### src/core/odtc_pkg.sv
// Package of constants and types for the order decode and timing control.
// Assumes one 100 MHz clock and a synchronous active-high reset.
package odtc_pkg;

  // ----------------------------------------------------------------
  // Widths
  // ----------------------------------------------------------------
  localparam int WORD_W  = 16;
  localparam int PC_W    = 10;
  localparam int CTRL_W  = 6;
  localparam int CNT_W   = 5;
  localparam int CHAR_W  = 6;
  localparam int ADDR_W  = 8;
  localparam int DATA_W  = 32;

  // ----------------------------------------------------------------
  // Register byte addresses
  // ----------------------------------------------------------------
  localparam logic [ADDR_W-1:0] REG_CONTROL   = 8'h00;
  localparam logic [ADDR_W-1:0] REG_STATUS    = 8'h04;
  localparam logic [ADDR_W-1:0] REG_PC        = 8'h08;
  localparam logic [ADDR_W-1:0] REG_SUM       = 8'h0c;
  localparam logic [ADDR_W-1:0] REG_TRANSFER  = 8'h10;
  localparam logic [ADDR_W-1:0] REG_ORDER     = 8'h14;
  localparam logic [ADDR_W-1:0] REG_INT_STAT  = 8'h18;
  localparam logic [ADDR_W-1:0] REG_INT_MASK  = 8'h1c;

  // ----------------------------------------------------------------
  // Field positions
  // ----------------------------------------------------------------
  localparam int CTL_RUN_BIT    = 0;
  localparam int CTL_OPEN_BIT   = 1;
  localparam int CTL_CLRPC_BIT  = 2;
  localparam int CTL_PULSE_BIT  = 3;
  localparam int STA_PHASE_BIT  = 0;
  localparam int STA_HALT_BIT   = 1;
  localparam int STA_HOLD_BIT   = 2;
  localparam int INT_HALT_BIT   = 0;
  localparam int INT_CHECK_BIT  = 1;
  localparam int INT_TAPE_BIT   = 2;
  localparam int INT_W          = 3;
  localparam int ORD_CTRL_LSB   = 10;
  localparam int SIGN_BIT       = 15;

  // ----------------------------------------------------------------
  // Reset values
  // ----------------------------------------------------------------
  localparam logic [PC_W-1:0]   PC_RESET   = 10'h000;
  localparam logic [WORD_W-1:0] WORD_RESET = 16'h0000;
  localparam logic [INT_W-1:0]  INT_RESET  = 3'h0;

  // ----------------------------------------------------------------
  // Control digit codes (digit 1 is the most significant bit)
  // ----------------------------------------------------------------
  localparam logic [CTRL_W-1:0] OP_NONE      = 6'h00;
  localparam logic [CTRL_W-1:0] OP_NEG_CHECK = 6'h1c;
  localparam int D1 = 5;
  localparam int D2 = 4;
  localparam int D3 = 3;
  localparam int D4 = 2;
  localparam int D5 = 1;
  localparam int D6 = 0;

  // ----------------------------------------------------------------
  // Sequencer states
  // ----------------------------------------------------------------
  typedef enum logic [8:0] {
    ST_IDLE  = 9'h001,
    ST_FETCH = 9'h002,
    ST_FWAIT = 9'h004,
    ST_OPER  = 9'h008,
    ST_OWAIT = 9'h010,
    ST_EXEC  = 9'h020,
    ST_SHIFT = 9'h040,
    ST_END   = 9'h080,
    ST_HOLD  = 9'h100
  } odtc_state_t;

endpackage

### src/core/odtc_dec_if.sv
// Interface carrying an order word to the decoder and its flags back.
// Assumes both ends sit on the same clock.
`timescale 1ns/10ps
interface odtc_dec_if;
  logic [odtc_pkg::WORD_W-1:0] order;
  logic storage;
  logic read_in;
  logic minus;
  logic display;
  logic clear_sum;
  logic store_low;
  logic subprogram_jump;
  logic conditional_jump;
  logic negative_check_halt;
  logic tape_in;
  logic tape_out;
  logic shift_right;
  logic cycle_right;
  logic halt_order;
  logic nop_order;

  modport ctl (output order, input storage, read_in, minus, display,
               clear_sum, store_low, subprogram_jump, conditional_jump,
               negative_check_halt, tape_in, tape_out, shift_right,
               cycle_right, halt_order, nop_order);
  modport dec (input order, output storage, read_in, minus, display,
               clear_sum, store_low, subprogram_jump, conditional_jump,
               negative_check_halt, tape_in, tape_out, shift_right,
               cycle_right, halt_order, nop_order);
endinterface

### src/core/odtc_top.sv
// Order decode and timing control of a small stored-program computer.
// Assumes a memory that answers a held read with a one-cycle ack.
//
// Overview of operation
// - Ten-digit program counter, cleared to zero by a control command.
// - Subprogram and conditional jumps load counter from low ten transfer digits.
// - Program counter addresses memory for every order fetch.
// - Six control digits decode into component operations.
// - Zero control digits with nonzero address halt the machine at once, with no shift.
// - Zero control digits with zero address act as no-operation.
// - Negative-check order stops the machine when the sum is negative.
// - Shift right copies the sign digit into vacated high positions.
// - Tape in and out combine with shift or cycle right.
// - One timing flip-flop selects fetch cycle or execute cycle.
// - End-carry pulse after every cycle that does not halt complements the timing flip-flop; a halt clears it.
// - Open end-carry path advances only on single or sweep pulses.
// - Low five transfer digits count down remaining shift steps.
// - Sum register is sixteen digits wide.
`timescale 1ns/10ps
module odtc_top (
  // Clock and reset
  input  wire logic                         i_clk,
  input  wire logic                         i_reset,
  // Register port
  input  wire logic [odtc_pkg::ADDR_W-1:0]  i_addr,
  input  wire logic [odtc_pkg::DATA_W-1:0]  i_wdata,
  input  wire logic                         i_wr,
  input  wire logic                         i_rd,
  output logic      [odtc_pkg::DATA_W-1:0]  o_rdata,
  output logic                              o_irq,
  // Storage selection switch
  output logic      [odtc_pkg::PC_W-1:0]    o_mem_addr,
  output logic                              o_mem_rd,
  output logic                              o_mem_wr,
  output logic      [odtc_pkg::WORD_W-1:0]  o_mem_wdata,
  input  wire logic                         i_mem_ack,
  input  wire logic [odtc_pkg::WORD_W-1:0]  i_mem_rdata,
  // Tape, display and test control
  input  wire logic [odtc_pkg::CHAR_W-1:0]  i_tape_char,
  output logic      [odtc_pkg::CHAR_W-1:0]  o_tape_char,
  output logic                              o_tape_strobe,
  output logic      [odtc_pkg::WORD_W-1:0]  o_disp_word,
  output logic                              o_disp_strobe,
  input  wire logic                         i_sweep_pulse,
  output logic                              o_halted
);

  // ----------------------------------------------------------------
  // State
  // ----------------------------------------------------------------
  odtc_pkg::odtc_state_t             state_ff;
  odtc_pkg::odtc_state_t             nxt_state;
  logic [odtc_pkg::PC_W-1:0]         pc_ff;
  logic [odtc_pkg::WORD_W-1:0]       sum_ff;
  logic [odtc_pkg::WORD_W-1:0]       xfer_ff;
  logic [odtc_pkg::WORD_W-1:0]       order_ff;
  logic                              phase_ff;
  logic                              halted_ff;
  logic                              run_ff;
  logic                              open_ff;
  logic                              pulse_cmd_ff;
  logic [odtc_pkg::INT_W-1:0]        int_stat_ff;
  logic [odtc_pkg::INT_W-1:0]        int_mask_ff;
  logic                              sw_meta_ff;
  logic                              sw_sync_ff;
  logic                              sw_prev_ff;

  logic                              sweep_edge;
  logic                              advance;
  logic                              sum_neg;
  logic                              take_jump;
  logic                              stop_now;
  logic                              check_stop;
  logic                              shift_done;
  logic                              wr_ctl;
  logic [odtc_pkg::INT_W-1:0]        int_set;
  logic [odtc_pkg::WORD_W-1:0]       operand;
  logic [odtc_pkg::WORD_W-1:0]       base_sum;

  odtc_dec_if dif ();

  odtc_decoder u_dec (
    .dif (dif)
  );

  assign dif.order = order_ff;

  // ----------------------------------------------------------------
  // Derived terms
  // ----------------------------------------------------------------
  assign sum_neg    = sum_ff[odtc_pkg::SIGN_BIT];
  assign sweep_edge = sw_sync_ff & ~sw_prev_ff;
  // Held cycle moves on only by a push-button or sweep pulse
  assign advance    = pulse_cmd_ff | sweep_edge;
  assign check_stop = dif.negative_check_halt & sum_neg;
  assign stop_now   = dif.halt_order | check_stop;
  assign take_jump  = dif.subprogram_jump
                      | (dif.conditional_jump & sum_neg);
  assign shift_done = (xfer_ff[odtc_pkg::CNT_W-1:0] == 5'h00);
  assign wr_ctl     = i_wr & (i_addr == odtc_pkg::REG_CONTROL);
  assign operand    = dif.minus ? (~xfer_ff + 16'h0001) : xfer_ff;
  assign base_sum   = dif.clear_sum ? odtc_pkg::WORD_RESET : sum_ff;

  // ----------------------------------------------------------------
  // Sweep pulse synchroniser
  // ----------------------------------------------------------------
  always_ff @(posedge i_clk) begin
    if (i_reset) begin
      sw_meta_ff <= 1'b0;
      sw_sync_ff <= 1'b0;
      sw_prev_ff <= 1'b0;
    end else begin
      sw_meta_ff <= i_sweep_pulse;
      sw_sync_ff <= sw_meta_ff;
      sw_prev_ff <= sw_sync_ff;
    end
  end

  // ----------------------------------------------------------------
  // Sequencer next state
  // ----------------------------------------------------------------
  always_comb begin
    nxt_state = state_ff;
    case (state_ff)
      odtc_pkg::ST_IDLE: begin
        if (run_ff && !halted_ff) begin
          // Timing flip-flop picks the kind of cycle
          nxt_state = phase_ff ? odtc_pkg::ST_OPER : odtc_pkg::ST_FETCH;
        end
      end
      odtc_pkg::ST_FETCH: nxt_state = odtc_pkg::ST_FWAIT;
      odtc_pkg::ST_FWAIT: begin
        if (i_mem_ack) begin
          nxt_state = odtc_pkg::ST_END;
        end
      end
      odtc_pkg::ST_OPER: begin
        nxt_state = dif.storage ? odtc_pkg::ST_OWAIT : odtc_pkg::ST_EXEC;
      end
      odtc_pkg::ST_OWAIT: begin
        if (i_mem_ack && !dif.store_low && dif.read_in) begin
          nxt_state = odtc_pkg::ST_EXEC;
        end else if (i_mem_ack) begin
          nxt_state = odtc_pkg::ST_EXEC;
        end
      end
      odtc_pkg::ST_EXEC: begin
        if (stop_now) begin
          nxt_state = odtc_pkg::ST_IDLE;
        end else if (dif.shift_right || dif.cycle_right) begin
          nxt_state = odtc_pkg::ST_SHIFT;
        end else begin
          nxt_state = odtc_pkg::ST_END;
        end
      end
      odtc_pkg::ST_SHIFT: begin
        if (shift_done) begin
          nxt_state = odtc_pkg::ST_END;
        end
      end
      odtc_pkg::ST_END: begin
        // End-carry returns through test control
        nxt_state = open_ff ? odtc_pkg::ST_HOLD : odtc_pkg::ST_IDLE;
      end
      odtc_pkg::ST_HOLD: begin
        if (advance) begin
          nxt_state = odtc_pkg::ST_IDLE;
        end
      end
      default: nxt_state = odtc_pkg::ST_IDLE;
    endcase
  end

  always_ff @(posedge i_clk) begin
    if (i_reset) begin
      state_ff <= odtc_pkg::ST_IDLE;
    end else begin
      state_ff <= nxt_state;
    end
  end

  // ----------------------------------------------------------------
  // Timing flip-flop and halt
  // ----------------------------------------------------------------
  always_ff @(posedge i_clk) begin
    if (i_reset) begin
      phase_ff  <= 1'b0;
      halted_ff <= 1'b0;
    end else begin
      if ((state_ff == odtc_pkg::ST_END && !open_ff)
          || (state_ff == odtc_pkg::ST_HOLD && advance)) begin
        phase_ff <= ~phase_ff;
      end
      if (state_ff == odtc_pkg::ST_EXEC && stop_now) begin
        // Halting leaves the next cycle a fetch
        phase_ff  <= 1'b0;
        halted_ff <= 1'b1;
      end else if (wr_ctl && i_wdata[odtc_pkg::CTL_RUN_BIT]) begin
        halted_ff <= 1'b0;
      end
    end
  end

  // ----------------------------------------------------------------
  // Program counter
  // ----------------------------------------------------------------
  always_ff @(posedge i_clk) begin
    if (i_reset) begin
      pc_ff <= odtc_pkg::PC_RESET;
    end else if (wr_ctl && i_wdata[odtc_pkg::CTL_CLRPC_BIT]) begin
      pc_ff <= odtc_pkg::PC_RESET;
    end else if (state_ff == odtc_pkg::ST_FWAIT && i_mem_ack) begin
      pc_ff <= pc_ff + 10'h001;
    end else if (state_ff == odtc_pkg::ST_EXEC && take_jump) begin
      pc_ff <= xfer_ff[odtc_pkg::PC_W-1:0];
    end
  end

  // ----------------------------------------------------------------
  // Datapath: order, transfer and sum registers
  // ----------------------------------------------------------------
  always_ff @(posedge i_clk) begin
    if (i_reset) begin
      order_ff <= odtc_pkg::WORD_RESET;
      xfer_ff  <= odtc_pkg::WORD_RESET;
      sum_ff   <= odtc_pkg::WORD_RESET;
    end else begin
      case (state_ff)
        odtc_pkg::ST_FWAIT: begin
          if (i_mem_ack) begin
            order_ff <= i_mem_rdata;
          end
        end
        odtc_pkg::ST_OPER: begin
          // Address digits feed jumps and the step counter
          xfer_ff <= order_ff;
        end
        odtc_pkg::ST_OWAIT: begin
          if (i_mem_ack) begin
            xfer_ff <= i_mem_rdata;
          end
        end
        odtc_pkg::ST_EXEC: begin
          if (dif.read_in && !dif.display) begin
            sum_ff <= base_sum + operand;
          end else if (dif.storage && dif.clear_sum) begin
            sum_ff <= odtc_pkg::WORD_RESET;
          end else if (dif.tape_in && !stop_now) begin
            // Character enters low digits, then moves up
            sum_ff[odtc_pkg::CHAR_W-1:0] <= i_tape_char;
          end
        end
        odtc_pkg::ST_SHIFT: begin
          if (!shift_done) begin
            xfer_ff[odtc_pkg::CNT_W-1:0] <=
              xfer_ff[odtc_pkg::CNT_W-1:0] - 5'h01;
            if (dif.shift_right) begin
              sum_ff <= {sum_ff[odtc_pkg::SIGN_BIT],
                         sum_ff[odtc_pkg::WORD_W-1:1]};
            end else begin
              sum_ff <= {sum_ff[0], sum_ff[odtc_pkg::WORD_W-1:1]};
            end
          end
        end
        default: begin
          if (i_wr && i_addr == odtc_pkg::REG_SUM) begin
            sum_ff <= i_wdata[odtc_pkg::WORD_W-1:0];
          end
        end
      endcase
    end
  end

  // ----------------------------------------------------------------
  // Memory port
  // ----------------------------------------------------------------
  always_ff @(posedge i_clk) begin
    if (i_reset) begin
      o_mem_addr  <= odtc_pkg::PC_RESET;
      o_mem_rd    <= 1'b0;
      o_mem_wr    <= 1'b0;
      o_mem_wdata <= odtc_pkg::WORD_RESET;
    end else begin
      o_mem_wr <= 1'b0;
      if (state_ff == odtc_pkg::ST_FETCH) begin
        o_mem_addr <= pc_ff;
        o_mem_rd   <= 1'b1;
      end else if (state_ff == odtc_pkg::ST_OPER && dif.storage) begin
        o_mem_addr <= order_ff[odtc_pkg::PC_W-1:0];
        o_mem_rd   <= 1'b1;
      end else if (i_mem_ack) begin
        o_mem_rd <= 1'b0;
      end
      if (state_ff == odtc_pkg::ST_EXEC && dif.storage
          && !dif.read_in) begin
        o_mem_wr <= 1'b1;
        // Short store keeps the high digits of the old word
        o_mem_wdata <= dif.store_low
          ? {xfer_ff[odtc_pkg::WORD_W-1:odtc_pkg::PC_W],
             sum_ff[odtc_pkg::PC_W-1:0]}
          : sum_ff;
      end
    end
  end

  // ----------------------------------------------------------------
  // Tape and display outputs
  // ----------------------------------------------------------------
  always_ff @(posedge i_clk) begin
    if (i_reset) begin
      o_tape_char   <= 6'h00;
      o_tape_strobe <= 1'b0;
      o_disp_word   <= odtc_pkg::WORD_RESET;
      o_disp_strobe <= 1'b0;
    end else begin
      o_tape_strobe <= 1'b0;
      o_disp_strobe <= 1'b0;
      if (state_ff == odtc_pkg::ST_EXEC && dif.tape_out && !stop_now) begin
        o_tape_char   <= sum_ff[odtc_pkg::CHAR_W-1:0];
        o_tape_strobe <= 1'b1;
      end
      if (state_ff == odtc_pkg::ST_EXEC && dif.display) begin
        o_disp_word   <= xfer_ff;
        o_disp_strobe <= 1'b1;
      end
    end
  end

  // ----------------------------------------------------------------
  // Control register
  // ----------------------------------------------------------------
  always_ff @(posedge i_clk) begin
    if (i_reset) begin
      run_ff       <= 1'b0;
      open_ff      <= 1'b0;
      pulse_cmd_ff <= 1'b0;
    end else begin
      pulse_cmd_ff <= wr_ctl & i_wdata[odtc_pkg::CTL_PULSE_BIT];
      if (wr_ctl) begin
        run_ff  <= i_wdata[odtc_pkg::CTL_RUN_BIT];
        open_ff <= i_wdata[odtc_pkg::CTL_OPEN_BIT];
      end
    end
  end

  // ----------------------------------------------------------------
  // Interrupt status and mask
  // ----------------------------------------------------------------
  always_comb begin
    int_set = odtc_pkg::INT_RESET;
    if (state_ff == odtc_pkg::ST_EXEC) begin
      int_set[odtc_pkg::INT_HALT_BIT]  = stop_now;
      int_set[odtc_pkg::INT_CHECK_BIT] = check_stop;
      int_set[odtc_pkg::INT_TAPE_BIT]  = dif.tape_out & ~stop_now;
    end
  end

  always_ff @(posedge i_clk) begin
    if (i_reset) begin
      int_stat_ff <= odtc_pkg::INT_RESET;
      int_mask_ff <= odtc_pkg::INT_RESET;
      o_irq       <= 1'b0;
    end else begin
      // A new event outranks a clear in the same cycle
      if (i_wr && i_addr == odtc_pkg::REG_INT_STAT) begin
        int_stat_ff <= (int_stat_ff & ~i_wdata[odtc_pkg::INT_W-1:0])
                       | int_set;
      end else begin
        int_stat_ff <= int_stat_ff | int_set;
      end
      if (i_wr && i_addr == odtc_pkg::REG_INT_MASK) begin
        int_mask_ff <= i_wdata[odtc_pkg::INT_W-1:0];
      end
      o_irq <= |(int_stat_ff & int_mask_ff);
    end
  end

  // ----------------------------------------------------------------
  // Register read port
  // ----------------------------------------------------------------
  always_ff @(posedge i_clk) begin
    if (i_reset) begin
      o_rdata  <= 32'h0000_0000;
      o_halted <= 1'b0;
    end else begin
      o_halted <= halted_ff;
      o_rdata  <= 32'h0000_0000;
      if (i_rd) begin
        case (i_addr)
          odtc_pkg::REG_CONTROL:
            o_rdata <= {30'h0, open_ff, run_ff};
          odtc_pkg::REG_STATUS:
            o_rdata <= {29'h0, (state_ff == odtc_pkg::ST_HOLD),
                        halted_ff, phase_ff};
          odtc_pkg::REG_PC:
            o_rdata <= {22'h0, pc_ff};
          odtc_pkg::REG_SUM:
            o_rdata <= {16'h0, sum_ff};
          odtc_pkg::REG_TRANSFER:
            o_rdata <= {16'h0, xfer_ff};
          odtc_pkg::REG_ORDER:
            o_rdata <= {16'h0, order_ff};
          odtc_pkg::REG_INT_STAT:
            o_rdata <= {29'h0, int_stat_ff};
          odtc_pkg::REG_INT_MASK:
            o_rdata <= {29'h0, int_mask_ff};
          default:
            o_rdata <= 32'h0000_0000;
        endcase
      end
    end
  end

endmodule

### src/core/odtc_decoder.sv
// Combinational decoder of the six control digits of an order.
// Assumes the order word is held stable by the sequencer.
`timescale 1ns/10ps
module odtc_decoder (
  // Order and flags
  odtc_dec_if.dec dif
);

  logic [odtc_pkg::CTRL_W-1:0] cd;
  logic                        addr_zero;

  assign cd        = dif.order[odtc_pkg::WORD_W-1:odtc_pkg::ORD_CTRL_LSB];
  assign addr_zero = (dif.order[odtc_pkg::PC_W-1:0] == 10'h000);

  // ----------------------------------------------------------------
  // Digit-wise decode
  // ----------------------------------------------------------------
  always_comb begin
    dif.storage             = cd[odtc_pkg::D1];
    // Digit two low brings a word out of storage, high stores one
    dif.read_in             = cd[odtc_pkg::D1] & ~cd[odtc_pkg::D2];
    dif.minus               = dif.read_in & cd[odtc_pkg::D3];
    dif.display             = dif.read_in & cd[odtc_pkg::D4];
    dif.clear_sum           = cd[odtc_pkg::D1] & cd[odtc_pkg::D5];
    dif.store_low           = cd[odtc_pkg::D1] & cd[odtc_pkg::D2]
                              & cd[odtc_pkg::D3];
    dif.negative_check_halt = (cd == odtc_pkg::OP_NEG_CHECK);
    dif.subprogram_jump     = ~cd[odtc_pkg::D1] & cd[odtc_pkg::D2]
                              & ~cd[odtc_pkg::D3];
    dif.conditional_jump    = ~cd[odtc_pkg::D1] & cd[odtc_pkg::D2]
                              & cd[odtc_pkg::D3] & ~cd[odtc_pkg::D4];
    // Tape digits ride along with the shift digits
    dif.tape_in             = ~cd[odtc_pkg::D1] & ~cd[odtc_pkg::D2]
                              & cd[odtc_pkg::D3];
    dif.tape_out            = ~cd[odtc_pkg::D1] & ~cd[odtc_pkg::D2]
                              & cd[odtc_pkg::D4];
    dif.shift_right         = ~cd[odtc_pkg::D1] & ~cd[odtc_pkg::D2]
                              & cd[odtc_pkg::D6] & cd[odtc_pkg::D5];
    dif.cycle_right         = ~cd[odtc_pkg::D1] & ~cd[odtc_pkg::D2]
                              & cd[odtc_pkg::D6] & ~cd[odtc_pkg::D5];
    // All-zero digits: halt on a live address, else pass on
    dif.halt_order          = (cd == odtc_pkg::OP_NONE) & ~addr_zero;
    dif.nop_order           = (cd == odtc_pkg::OP_NONE) & addr_zero;
  end

endmodule

### config.mk
export PLATFORM = sky130hd
export DESIGN_NAME = odtc_top
export DESIGN_NICKNAME = d
export VERILOG_FILES = /design/src/core/odtc_pkg.sv /design/src/core/odtc_dec_if.sv /design/src/core/odtc_top.sv /design/src/core/odtc_decoder.sv
export SDC_FILE = /design/constraint.sdc
export NUM_CORES = 1
export LEC_CHECK = 0
export ABC_AREA = 1
export BUFFER_PORTS_ARGS = -buffer_cell sky130_fd_sc_hd__buf_2
export CAP_MARGIN = 0
export CORE_MARGIN = 4
export CORE_UTILIZATION = 40
export CTS_BUF_LIST = sky130_fd_sc_hd__clkbuf_8
export DETAILED_ROUTE_END_ITERATION = 6
export PLACE_DENSITY = 0.58
export RECOVER_POWER = 50
export SETUP_SLACK_MARGIN = 0.02
export SYNTH_ARGS = -nofsm -noshare
export SYNTH_HDL_FRONTEND = slang
export SYNTH_SLANG_ARGS = --single-unit
### constraint.sdc
create_clock -name i_clk -period 3.4 [get_ports i_clk]
set_input_delay 0.68 -clock i_clk [delete_from_list [all_inputs] [get_ports i_clk]]
set_output_delay 0.68 -clock i_clk [all_outputs]
set_load 0.03 [all_outputs]
==> flow_metrics.env, run 1 <==
export IMPL_n_antenna_cell=0
export IMPL_setup_viol=0
export IMPL_core_area_um2=21300
export IMPL_finalWorstSetupSlack_ps=382
export IMPL_cp_buffers_inverters=3
export IMPL_relSlewSlack=0.245
export IMPL_grt_max_degree=42
export IMPL_viasPerCell=5.25
export IMPL_drc=0
export IMPL_path_depth=5
export IMPL_netlist_instances=1346
export IMPL_critical_path_top_delay_family="buffers and inverters"
export IMPL_p_leak_nw=4.21
export IMPL_crit_fanout=41
export IMPL_ys_ff_latch=151
export IMPL_synth_top_area_cell="dfxtp_1"
export IMPL_rrSetupSlack_ps=430
export IMPL_cts_sinks=151
export IMPL_crit_chain="clkbuf_1, inv_1, clkbuf_2, o21ai_0, a21oi_1"
export IMPL_drt_initial_drc_count=837
export IMPL_r2r_end="sum_ff[11]"
export IMPL_path_clk_slew_ps=100
export IMPL_fin_crit_sh=0.888
export IMPL_dp_cells=1717
export IMPL_end_kind="flip-flop"
export IMPL_ctsHoldBuffers=0
export IMPL_cts_root_buffer_cell="clkbuf_8"
export IMPL_rsz0062_at_grt="false"
export IMPL_vias=9178
export IMPL_yosys_warnings=0
export IMPL_hold_viol=0
export IMPL_synth_area_um2=8780
export IMPL_wire_per_inst_um=17.7
export IMPL_post_synth_num_cell_types=48
export IMPL_reg2reg_from="xfer_ff[1]"
export IMPL_tightestPinTransition_ps=1130
export IMPL_first_pass_iters=6
export IMPL_ys_flop_type="dfxtp_1"
export IMPL_cpMaxStageDelayCell="inv_1"
export IMPL_cp_required_ps=3800
export IMPL_arrival_ps=3420
export IMPL_yosysSeqAreaShare=0.344
export IMPL_tns_ps=0
export IMPL_fin_nets=1548
export IMPL_dpl_hpwl_um=23900
export IMPL_cpPeakStageDelay_ps=980
export IMPL_antenna_found_initial=0
export IMPL_clk_path_buf_depth=2
export IMPL_report_final_slew_viol_count=0
export IMPL_synth_edff_count=0
export IMPL_routed_wl_um=31000
export IMPL_die_y_um=156
export IMPL_numCtsBuffers=17
export IMPL_cts_tree="done"
export IMPL_fp_row_count=53
export IMPL_synth_top_cell_area_share=0.344
export IMPL_crit_type="in -> reg"
export IMPL_fin_crit_ps=3020
export IMPL_yosysMostFrequentCell="nand2_1"
export IMPL_synth_area_leaders="dfxtp_1, nand2_1, o21ai_0"
export IMPL_cap_violations=0
export IMPL_grt_use_total=0.248
export IMPL_r2r_cells=19
export IMPL_gp_congestion=0.991
export IMPL_fillers=2383
export IMPL_port_buffers=121
export IMPL_antenna_left=0
export IMPL_dpl_worst_slack_ps=420
export IMPL_fin_cells=1749
export IMPL_final_core_util=0.465
export IMPL_crit_path_end="o_disp_word[1]"
export IMPL_cp_start_kind="primary input"
export IMPL_critPathLaunch="i_reset"
export IMPL_synthToLayoutAreaGrowth_pct=12.7
export IMPL_layout_drive_gt1_share=0.102
export IMPL_h_tree_depth=4
export IMPL_grt_pass1_vias=8315
export IMPL_grt_pass1_wl_um=47200
export IMPL_die_area_um2=24400
export IMPL_start_util=0.413
export IMPL_die_x_um=156
export IMPL_status="finished clean"
export IMPL_vdd_drop_max_mv=0.260
export IMPL_avgSynthCellArea_um2=6.53
export IMPL_fmax_ghz=0.331
export IMPL_yosys_top_cells_count="nand2_1, inv_1, nor2_1"
export IMPL_fin_skew_ps=19.2
export IMPL_overflow=0
export IMPL_async_flop_share=0
export IMPL_hp_class="in -> reg"
export IMPL_ios=154
export IMPL_power_density_nw_per_um2=382
export IMPL_clock_latency_ps=480
==> report_power, final <==
part,internal (W),switching [W]
Combinational,0.000151,0.000380
Sequential,0.00181,0.0000510
Clock,0.000561,0.000832
Total,0.00252,0.00126
==> area by class of cell <==
| cell class | count | area, um^2 | area share |
|---|---|---|---|
| clock buffers | 18 | 248 | 0.0250 |
| well taps | 275 | 344 | 0.0347 |
| multi-input cells | 957 | 4750 | 0.480 |
| repair buffers | 145 | 691 | 0.0697 |
| flip-flops and latches | 151 | 3020 | 0.305 |
| inverters | 189 | 712 | 0.0719 |
| clock inverters | 14 | 131 | 0.0133 |
==> flip-flops by register name (all words and copies together) (netlist names), 3 cells and up <==
name / cells
dif.order: 16
xfer_ff: 16
pc_ff: 10
o_mem_wdata: 16
o_tape_char: 6
int_mask_ff: 3
o_disp_word: 16
int_stat_ff: 3
state_ff: 9
o_rdata: 16
sum_ff: 16
o_mem_addr: 10
==> kinds of logic after synthesis <==
group                    synth area share
AND/OR/NAND/NOR                     0.296
other                            0.000427
XOR/XNOR                           0.0209
buffers and inverters               0.121
AO/OA/AOI/OAI                       0.189
adder cells (fa/ha/maj)            0.0279
flip-flops                          0.344
==> worst min path at each step <==
stage	start	endpoint	cells after the start	slack, ps
after detailed placement	sw_meta_ff	sw_sync_ff	2	400
final	i_sweep_pulse	sw_meta_ff	3	400
after global routing	i_sweep_pulse	sw_meta_ff	3	390
after floorplan	sw_meta_ff	sw_sync_ff	2	390
after global placement	sw_meta_ff	sw_sync_ff	2	390
after CTS	i_sweep_pulse	sw_meta_ff	3	370
==> per-layer routing <==
layer	global-route usage	vias up	wire, um
met3	0.0411	44	1920
met2	0.381	306	13900
met4	0.0839	0	838
li1	-	4596	-
met1	0.353	4232	14300
met5	0	-	0
==> worst min-delay path, delay by kind of cell <==
kind          cells  cell delay (ps)
simple gates      1               60
buf+inv           2              100
==> metrics by stage <==
stage / power [W] / area (um^2) / hold WS [ps]
after floorplan: 0.00228 / 8840 / 388
after global placement: 0.00242 / 9620 / 395
after detailed placement: 0.00243 / 9620 / 399
after CTS: 0.00382 / 10000 / 370
after global routing: 0.00395 / 9900 / 390
final: 0.00378 / 9900 / 401
==> placed cells by master, fill, tap and decap left out, drive strengths merged, types with 16 or more instances in the layout <==
cell    count
nand4      16
o22ai      23
clkbuf     91
nand2     261
a21oi      97
conb       16
buf        72
inv       197
a31oi      17
o21ai     163
xor2       16
nor2      184
ha         18
nand3      84
nor3       33
dfxtp     151
==> what timing repair did <==
action	in CTS	in global routing
setup endpoints to repair	0	1
setup buffers	0	0
hold endpoints to repair	0	0
resized for setup	0	1
Note: power is estimated with default switching activity, not from simulation.
==> inputs of run 2 (changes only) <==
--- a/config.mk
+++ b/config.mk
@@ -5,14 +5,17 @@
 export SDC_FILE = /design/constraint.sdc
 export NUM_CORES = 1
 export LEC_CHECK = 0
-export ABC_AREA = 1
+export ABC_AREA = 0
 export BUFFER_PORTS_ARGS = -buffer_cell sky130_fd_sc_hd__buf_2
 export CAP_MARGIN = 0
+export CELL_PAD_IN_SITES_DETAIL_PLACEMENT = 0
+export CELL_PAD_IN_SITES_GLOBAL_PLACEMENT = 1
 export CORE_MARGIN = 4
 export CORE_UTILIZATION = 40
 export CTS_BUF_LIST = sky130_fd_sc_hd__clkbuf_8
+export CTS_CLUSTER_SIZE = 28
 export DETAILED_ROUTE_END_ITERATION = 6
-export PLACE_DENSITY = 0.58
+export PLACE_DENSITY = 0.77
 export RECOVER_POWER = 50
 export SETUP_SLACK_MARGIN = 0.02
 export SYNTH_ARGS = -nofsm -noshare
==> run 2 against run 1 <==
  * The flow now finishes with violations (capacitance limit, slew limit)
  * Clock skew about the same
  * Design area down 3.1%
  * Sequential power down 5%
  * Maximum frequency shrank 2.1%
  * Core utilization rose by 0.59 points
  * Power decreased by 11%
  * Hold slack gained 27 ps
  * Non-clock buffer count up 26
  * Via count down 9.7%
  * Cell count fell by 16%
  * Largest power group unchanged
  * Highest routed layer unchanged
==> flow_metrics.env, run 2 <==
export IMPL_tns_ps=0
export IMPL_synth_adder_area_share=0.0295
export IMPL_arrival_ps=3420
export IMPL_antenna_found_initial=0
export IMPL_multi_input_area_um2=4900
export IMPL_end_kind="flip-flop"
export IMPL_regArea_um2=3020
export IMPL_yosysMostFrequentCell="dfxtp_1"
export IMPL_fin_crit_sh=0.907
export IMPL_rrSetupSlack_ps=320
export IMPL_status="finished with violations"
export IMPL_synth_top_family_by_area="simple AND/OR/NAND/NOR gates"
export IMPL_n_antenna_cell=0
export IMPL_die_x_um=152
export IMPL_dp_cells=1435
export IMPL_synth_compound_area_share=0.215
export IMPL_routed_wl_um=28400
export IMPL_crit_type="reg -> reg"
export IMPL_tightestPinTransition_ps=2450
export IMPL_min_from="i_sweep_pulse"
export IMPL_ys_ff_latch=151
export IMPL_vias=8291
export IMPL_rsz0062_at_grt="false"
export IMPL_fp_row_count=52
export IMPL_synth_top_cell_area_share=0.363
export IMPL_crit_chain="buf_4, nor2_1, nand3_1, o31ai_1, xnor2_1, ha_1, nand4_1, a2111oi_0, buf_4, nor2_1, a21oi_1, mux2i_1, a211oi_1"
export IMPL_cts_sinks=151
export IMPL_ios=154
export IMPL_clock_latency_ps=470
export IMPL_synth_area_leaders="dfxtp_1, nand2_1, a21oi_1"
export IMPL_synth_xor_area_share=0.0253
export IMPL_fin_skew_ps=18.8
export IMPL_drt_initial_drc_count=747
export IMPL_path_clk_slew_ps=100
export IMPL_synth_top_area_cell="dfxtp_1"
export IMPL_fin_cells=1466
export IMPL_grt_use_total=0.237
export IMPL_r2r_cells=13
export IMPL_holdPathStages=2
export IMPL_synthSimpleGateAreaFrac=0.258
export IMPL_h_tree_depth=4
export IMPL_die_y_um=152
export IMPL_hold_viol=0
export IMPL_gp_congestion=0.950
export IMPL_post_synth_num_cell_types=69
export IMPL_cp_buffers_inverters=2
export IMPL_cp_start_kind="flip-flop"
export IMPL_async_flop_share=0
export IMPL_min_delay_worst_endpoint="sw_meta_ff"
export IMPL_violations="capacitance limit, slew limit"
export IMPL_yosys_top_cells_count="dfxtp_1, nand2_1, nor2_1"
export IMPL_grt_max_degree=63
export IMPL_synth_edff_count=0
export IMPL_cap_violations=1
export IMPL_hp_class="in -> reg"
export IMPL_viasPerCell=5.66
export IMPL_fin_nets=1271
export IMPL_yosys_warnings=0
export IMPL_r2r_end="sum_ff[12]"
export IMPL_synth_mux_area_frac=0.0542
export IMPL_cp_required_ps=3730
export IMPL_die_area_um2=23200
export IMPL_antenna_left=0
export IMPL_drc=0
export IMPL_dpl_hpwl_um=20900
export IMPL_avgSynthCellArea_um2=7.80
export IMPL_ys_flop_type="dfxtp_1"
export IMPL_fillers=2102
export IMPL_port_buffers=121
export IMPL_numCtsBuffers=17
export IMPL_synthToLayoutAreaGrowth_pct=15.3
export IMPL_layout_commonest_cell="dfxtp_1"
export IMPL_critPathLaunch="xfer_ff[0]"
export IMPL_power_density_nw_per_um2=350
export IMPL_cpPeakStageDelay_ps=460
export IMPL_clk_path_buf_depth=2
export IMPL_setup_viol=0
export IMPL_critical_path_top_delay_family="compound AO/OA/AOI/OAI gates"
export IMPL_report_final_slew_viol_count=57
export IMPL_grt_pass1_vias=7724
export IMPL_netlist_instances=1067
export IMPL_fin_crit_ps=3080
export IMPL_p_leak_nw=3.47
export IMPL_vdd_drop_max_mv=0.242
export IMPL_cts_tree="done"
export IMPL_start_util=0.408
export IMPL_final_cell_mix="dfxtp_1, nand2_1, nor2_1"
export IMPL_grt_pass1_wl_um=44000
export IMPL_wire_per_inst_um=19.4
export IMPL_first_pass_iters=7
export IMPL_synth_area_um2=8320
export IMPL_crit_fanout=6
export IMPL_layout_drive_gt1_share=0.117
export IMPL_cpMaxStageDelayCell="a2111oi_0"
export IMPL_overflow=0
export IMPL_cts_setup_buffers=0
export IMPL_cts_root_buffer_cell="clkbuf_8"
export IMPL_relSlewSlack=-0.633
export IMPL_yosysSeqAreaShare=0.363
export IMPL_core_area_um2=20400
export IMPL_fmax_ghz=0.324
export IMPL_reg2reg_from="xfer_ff[0]"
run 2: cells by family (layout without fill, tap and decap cells):
| kind of cell | Yosys count | in the layout |
|---|---|---|
| multiplexers | 45 | 45 |
| flip-flops | 151 | 151 |
| buffers and inverters | 100 | 214 |
| XOR/XNOR | 24 | 24 |
| AO/OA/AOI/OAI | 277 | 277 |
| other | 1 | 16 |
| adder cells (fa/ha/maj) | 19 | 19 |
| AND/OR/NAND/NOR | 450 | 450 |
run 2: area by class of cell:
class / count / area share
well taps: 270 / 0.0352
inverters: 12 / 0.00470
repair buffers: 171 / 0.0914
clock buffers: 19 / 0.0273
clock inverters: 12 / 0.0150
flip-flops and latches: 151 / 0.315
multi-input cells: 831 / 0.511
run 2: worst max-delay path by stage:
| stage | end | cells after the start |
|---|---|---|
| 3_3_place_gp | sum_ff[12] | 13 |
| 5_1_grt | sum_ff[12] | 14 |
| 4_1_cts | sum_ff[12] | 13 |
| 3_5_place_dp | sum_ff[12] | 13 |
| 6_report | sum_ff[12] | 13 |
| 2_1_floorplan | sum_ff[14] | 13 |
run 2: timing repair:
action / CTS / global route
setup endpoints to repair: 0 / 2
hold buffers: 0 / 0
gates resized for setup: 0 / 2
run 2: routing by layer:
metal  vias up  wire length [um]  GRT usage
li1       4045                 -          -
met1      3893             12600      0.323
met2       310             13200      0.383
met3        43              1990     0.0474
met4         0               561     0.0685
met5         -                 0          0
run 2: worst reg2reg max path, stage by stage (launching register included):
cell and delay, ps:
dfxtp_1 320, buf_4 160, nor2_1 220, nand3_1 180, o31ai_1 300, xnor2_1 150, ha_1 310, nand4_1 120
a2111oi_0 460, buf_4 190, nor2_1 50, a21oi_1 190, mux2i_1 210, a211oi_1 90
run 2: report_power, final:
group          switching [W]  total (W)  internal [W]
Sequential        0.00000144    0.00177       0.00177
Clock               0.000758    0.00146      0.000701
Combinational      0.0000924   0.000129     0.0000370
Total               0.000851    0.00336       0.00251
run 2: stage by stage:
step | instance area [um^2] | hold WS (ps) | setup slack, ps | total power, W | utilization
global route | 9590 | 417 | 82.5 | 0.00349 | 0.471
CTS | 9700 | 398 | 299 | 0.00339 | 0.476
finish | 9590 | 428 | 317 | 0.00336 | 0.471
detailed placement | 9290 | 427 | 327 | 0.00194 | 0.456
floorplan | 8370 | 414 | 322 | 0.00190 | -
global placement | 9290 | 421 | 312 | 0.00194 | 0.456
==> inputs of run 3 (changes only) <==
--- a/config.mk
+++ b/config.mk
@@ -15,6 +15,7 @@
 export CTS_BUF_LIST = sky130_fd_sc_hd__clkbuf_8
 export CTS_CLUSTER_SIZE = 28
 export DETAILED_ROUTE_END_ITERATION = 6
+export GPL_ROUTABILITY_DRIVEN = 0
 export PLACE_DENSITY = 0.77
 export RECOVER_POWER = 50
 export SETUP_SLACK_MARGIN = 0.02
==> constraint.sdc (replaced) <==
create_clock -name i_clk -period 3.45 [get_ports i_clk]
set_input_delay 0.69 -clock i_clk [delete_from_list [all_inputs] [get_ports i_clk]]
set_output_delay 0.69 -clock i_clk [all_outputs]
set_load 0.03 [all_outputs]
==> run 3 against run 2 <==
  * The run still ends with capacitance limit, slew limit left
  * Cell count shrank 0.34%
  * Die area is the same
  * Design area shrank 0.30%
  * Count of clock-buffer cells in the layout did not move
  * Hold slack got worse by 3.2 ps
  * Routed wire length down 1.1%
  * Register-to-register slack gained 20 ps
  * Setup slack improved by 21 ps
  * Critical path type unchanged
  * Critical endpoint unchanged
  * Largest power group unchanged
==> flow_metrics.env, run 3 (synthesis gave the netlist of run 2 again) <==
export IMPL_violations="capacitance limit, slew limit"
export IMPL_r2r_cells=13
export IMPL_vdd_drop_max_mv=0.217
export IMPL_final_cell_mix="dfxtp_1, nand2_1, nor2_1"
export IMPL_rrSetupSlack_ps=340
export IMPL_multi_input_area_um2=4900
export IMPL_tns_ps=0
export IMPL_numCtsBuffers=17
export IMPL_ios=154
export IMPL_cp_required_ps=3790
export IMPL_cts_root_buffer_cell="clkbuf_8"
export IMPL_ctsHoldBuffers=0
export IMPL_dpl_hpwl_um=20700
export IMPL_viasPerCell=5.72
export IMPL_min_delay_worst_endpoint="sw_meta_ff"
export IMPL_power_density_nw_per_um2=350
export IMPL_holdPathStages=2
export IMPL_hp_class="in -> reg"
export IMPL_cap_violations=1
export IMPL_first_pass_iters=6
export IMPL_regArea_um2=3020
export IMPL_fin_nets=1265
export IMPL_routed_wl_um=28100
export IMPL_fp_row_count=52
export IMPL_fin_crit_ps=3110
export IMPL_fmax_ghz=0.321
export IMPL_core_area_um2=20400
export IMPL_fin_cells=1461
export IMPL_clk_path_buf_depth=2
export IMPL_grt_pass1_wl_um=44100
export IMPL_final_core_util=0.470
export IMPL_synthToLayoutAreaGrowth_pct=15.0
export IMPL_fin_skew_ps=18.2
export IMPL_min_from="i_sweep_pulse"
export IMPL_h_tree_depth=4
export IMPL_die_x_um=152
export IMPL_fillers=2105
export IMPL_tightestPinTransition_ps=1680
export IMPL_path_clk_slew_ps=100
export IMPL_overflow=0
export IMPL_r2r_end="sum_ff[12]"
export IMPL_clock_latency_ps=480
export IMPL_cp_start_kind="flip-flop"
export IMPL_setup_viol=0
export IMPL_final_area_um2=9560
export IMPL_cts_tree="done"
export IMPL_cts_sinks=151
export IMPL_port_buffers=121
export IMPL_n_antenna_cell=0
export IMPL_drt_initial_drc_count=798
export IMPL_fin_crit_sh=0.902
export IMPL_crit_type="reg -> reg"
export IMPL_die_y_um=152
export IMPL_reg2reg_from="dif.order[15]"
export IMPL_crit_fanout=14
export IMPL_grt_max_degree=83
export IMPL_grt_use_total=0.236
export IMPL_vias=8352
export IMPL_p_leak_nw=3.45
export IMPL_grt_pass1_vias=7724
export IMPL_rsz0062_at_grt="false"
export IMPL_dp_cells=1429
export IMPL_antenna_found_initial=0
export IMPL_relSlewSlack=-0.119
export IMPL_antenna_left=0
export IMPL_drc=0
export IMPL_place_area_um2=9260
export IMPL_status="finished with violations"
export IMPL_hold_viol=0
export IMPL_wire_per_inst_um=19.2
export IMPL_start_util=0.408
export IMPL_arrival_ps=3450
export IMPL_die_area_um2=23200
export IMPL_layout_commonest_cell="dfxtp_1"
export IMPL_end_kind="flip-flop"
export IMPL_report_final_slew_viol_count=83
export IMPL_layout_drive_gt1_share=0.116
-- run 3: metrics by stage --
| step | hold WS, ps | power (W) | worst slack (ps) |
|---|---|---|---|
| floorplan | 414 | 0.00187 | 372 |
| global placement | 423 | 0.00191 | 414 |
| detailed placement | 435 | 0.00191 | 341 |
| CTS | 407 | 0.00338 | 310 |
| global route | 431 | 0.00345 | 121 |
| finish | 425 | 0.00335 | 339 |
-- run 3: worst max path at each step --
stage / cells after the start / to / startpoint / slack, ps
after CTS: 13 / sum_ff[12] / dif.order[15] / 310
after floorplan: 13 / sum_ff[14] / xfer_ff[2] / 370
after detailed placement: 13 / sum_ff[12] / dif.order[15] / 340
after global placement: 13 / sum_ff[12] / dif.order[15] / 410
final: 13 / sum_ff[12] / dif.order[15] / 340
after global routing: 13 / sum_ff[12] / dif.order[15] / 120
-- run 3: critical path: stages, from the launching register on --
cell and delay [ps]:
dfxtp_1 320, buf_4 170, nand2_1 340, and2_1 190, ha_1 170, inv_1 60, fa_1 400, nand2b_1 200
a2111oi_1 420, buf_4 190, nor2_1 40, a21oi_1 190, mux2i_1 200, a211oi_1 80
-- run 3: area by class of cell --
class                   count  share of cell area
clock buffers              19              0.0273
clock inverters            13              0.0165
flip-flops and latches    151               0.316
multi-input cells         831               0.512
well taps                 270              0.0353
repair buffers            165              0.0877
inverters                  12             0.00471
-- run 3: metal layers --
metal / vias up / GRT usage / share of wire
li1: 4022 / - / -
met1: 3971 / 0.325 / 0.45
met2: 311 / 0.376 / 0.46
met3: 48 / 0.0452 / 0.063
met4: 0 / 0.0741 / 0.023
met5: - / 0 / 0
-- run 3: where the power goes --
part / internal [W] / switching [W]
Combinational: 0.0000361 / 0.0000901
Clock: 0.000702 / 0.000776
Sequential: 0.00174 / 0.00000144
Total: 0.00248 / 0.000868
-- run 3: timing repair --
| item | CTS | global route |
|---|---|---|
| buffers inserted | 0 | 0 |
| resized for setup | 0 | 2 |
| hold endpoints to repair | 0 | 0 |
| setup endpoints to repair | 0 | 2 |
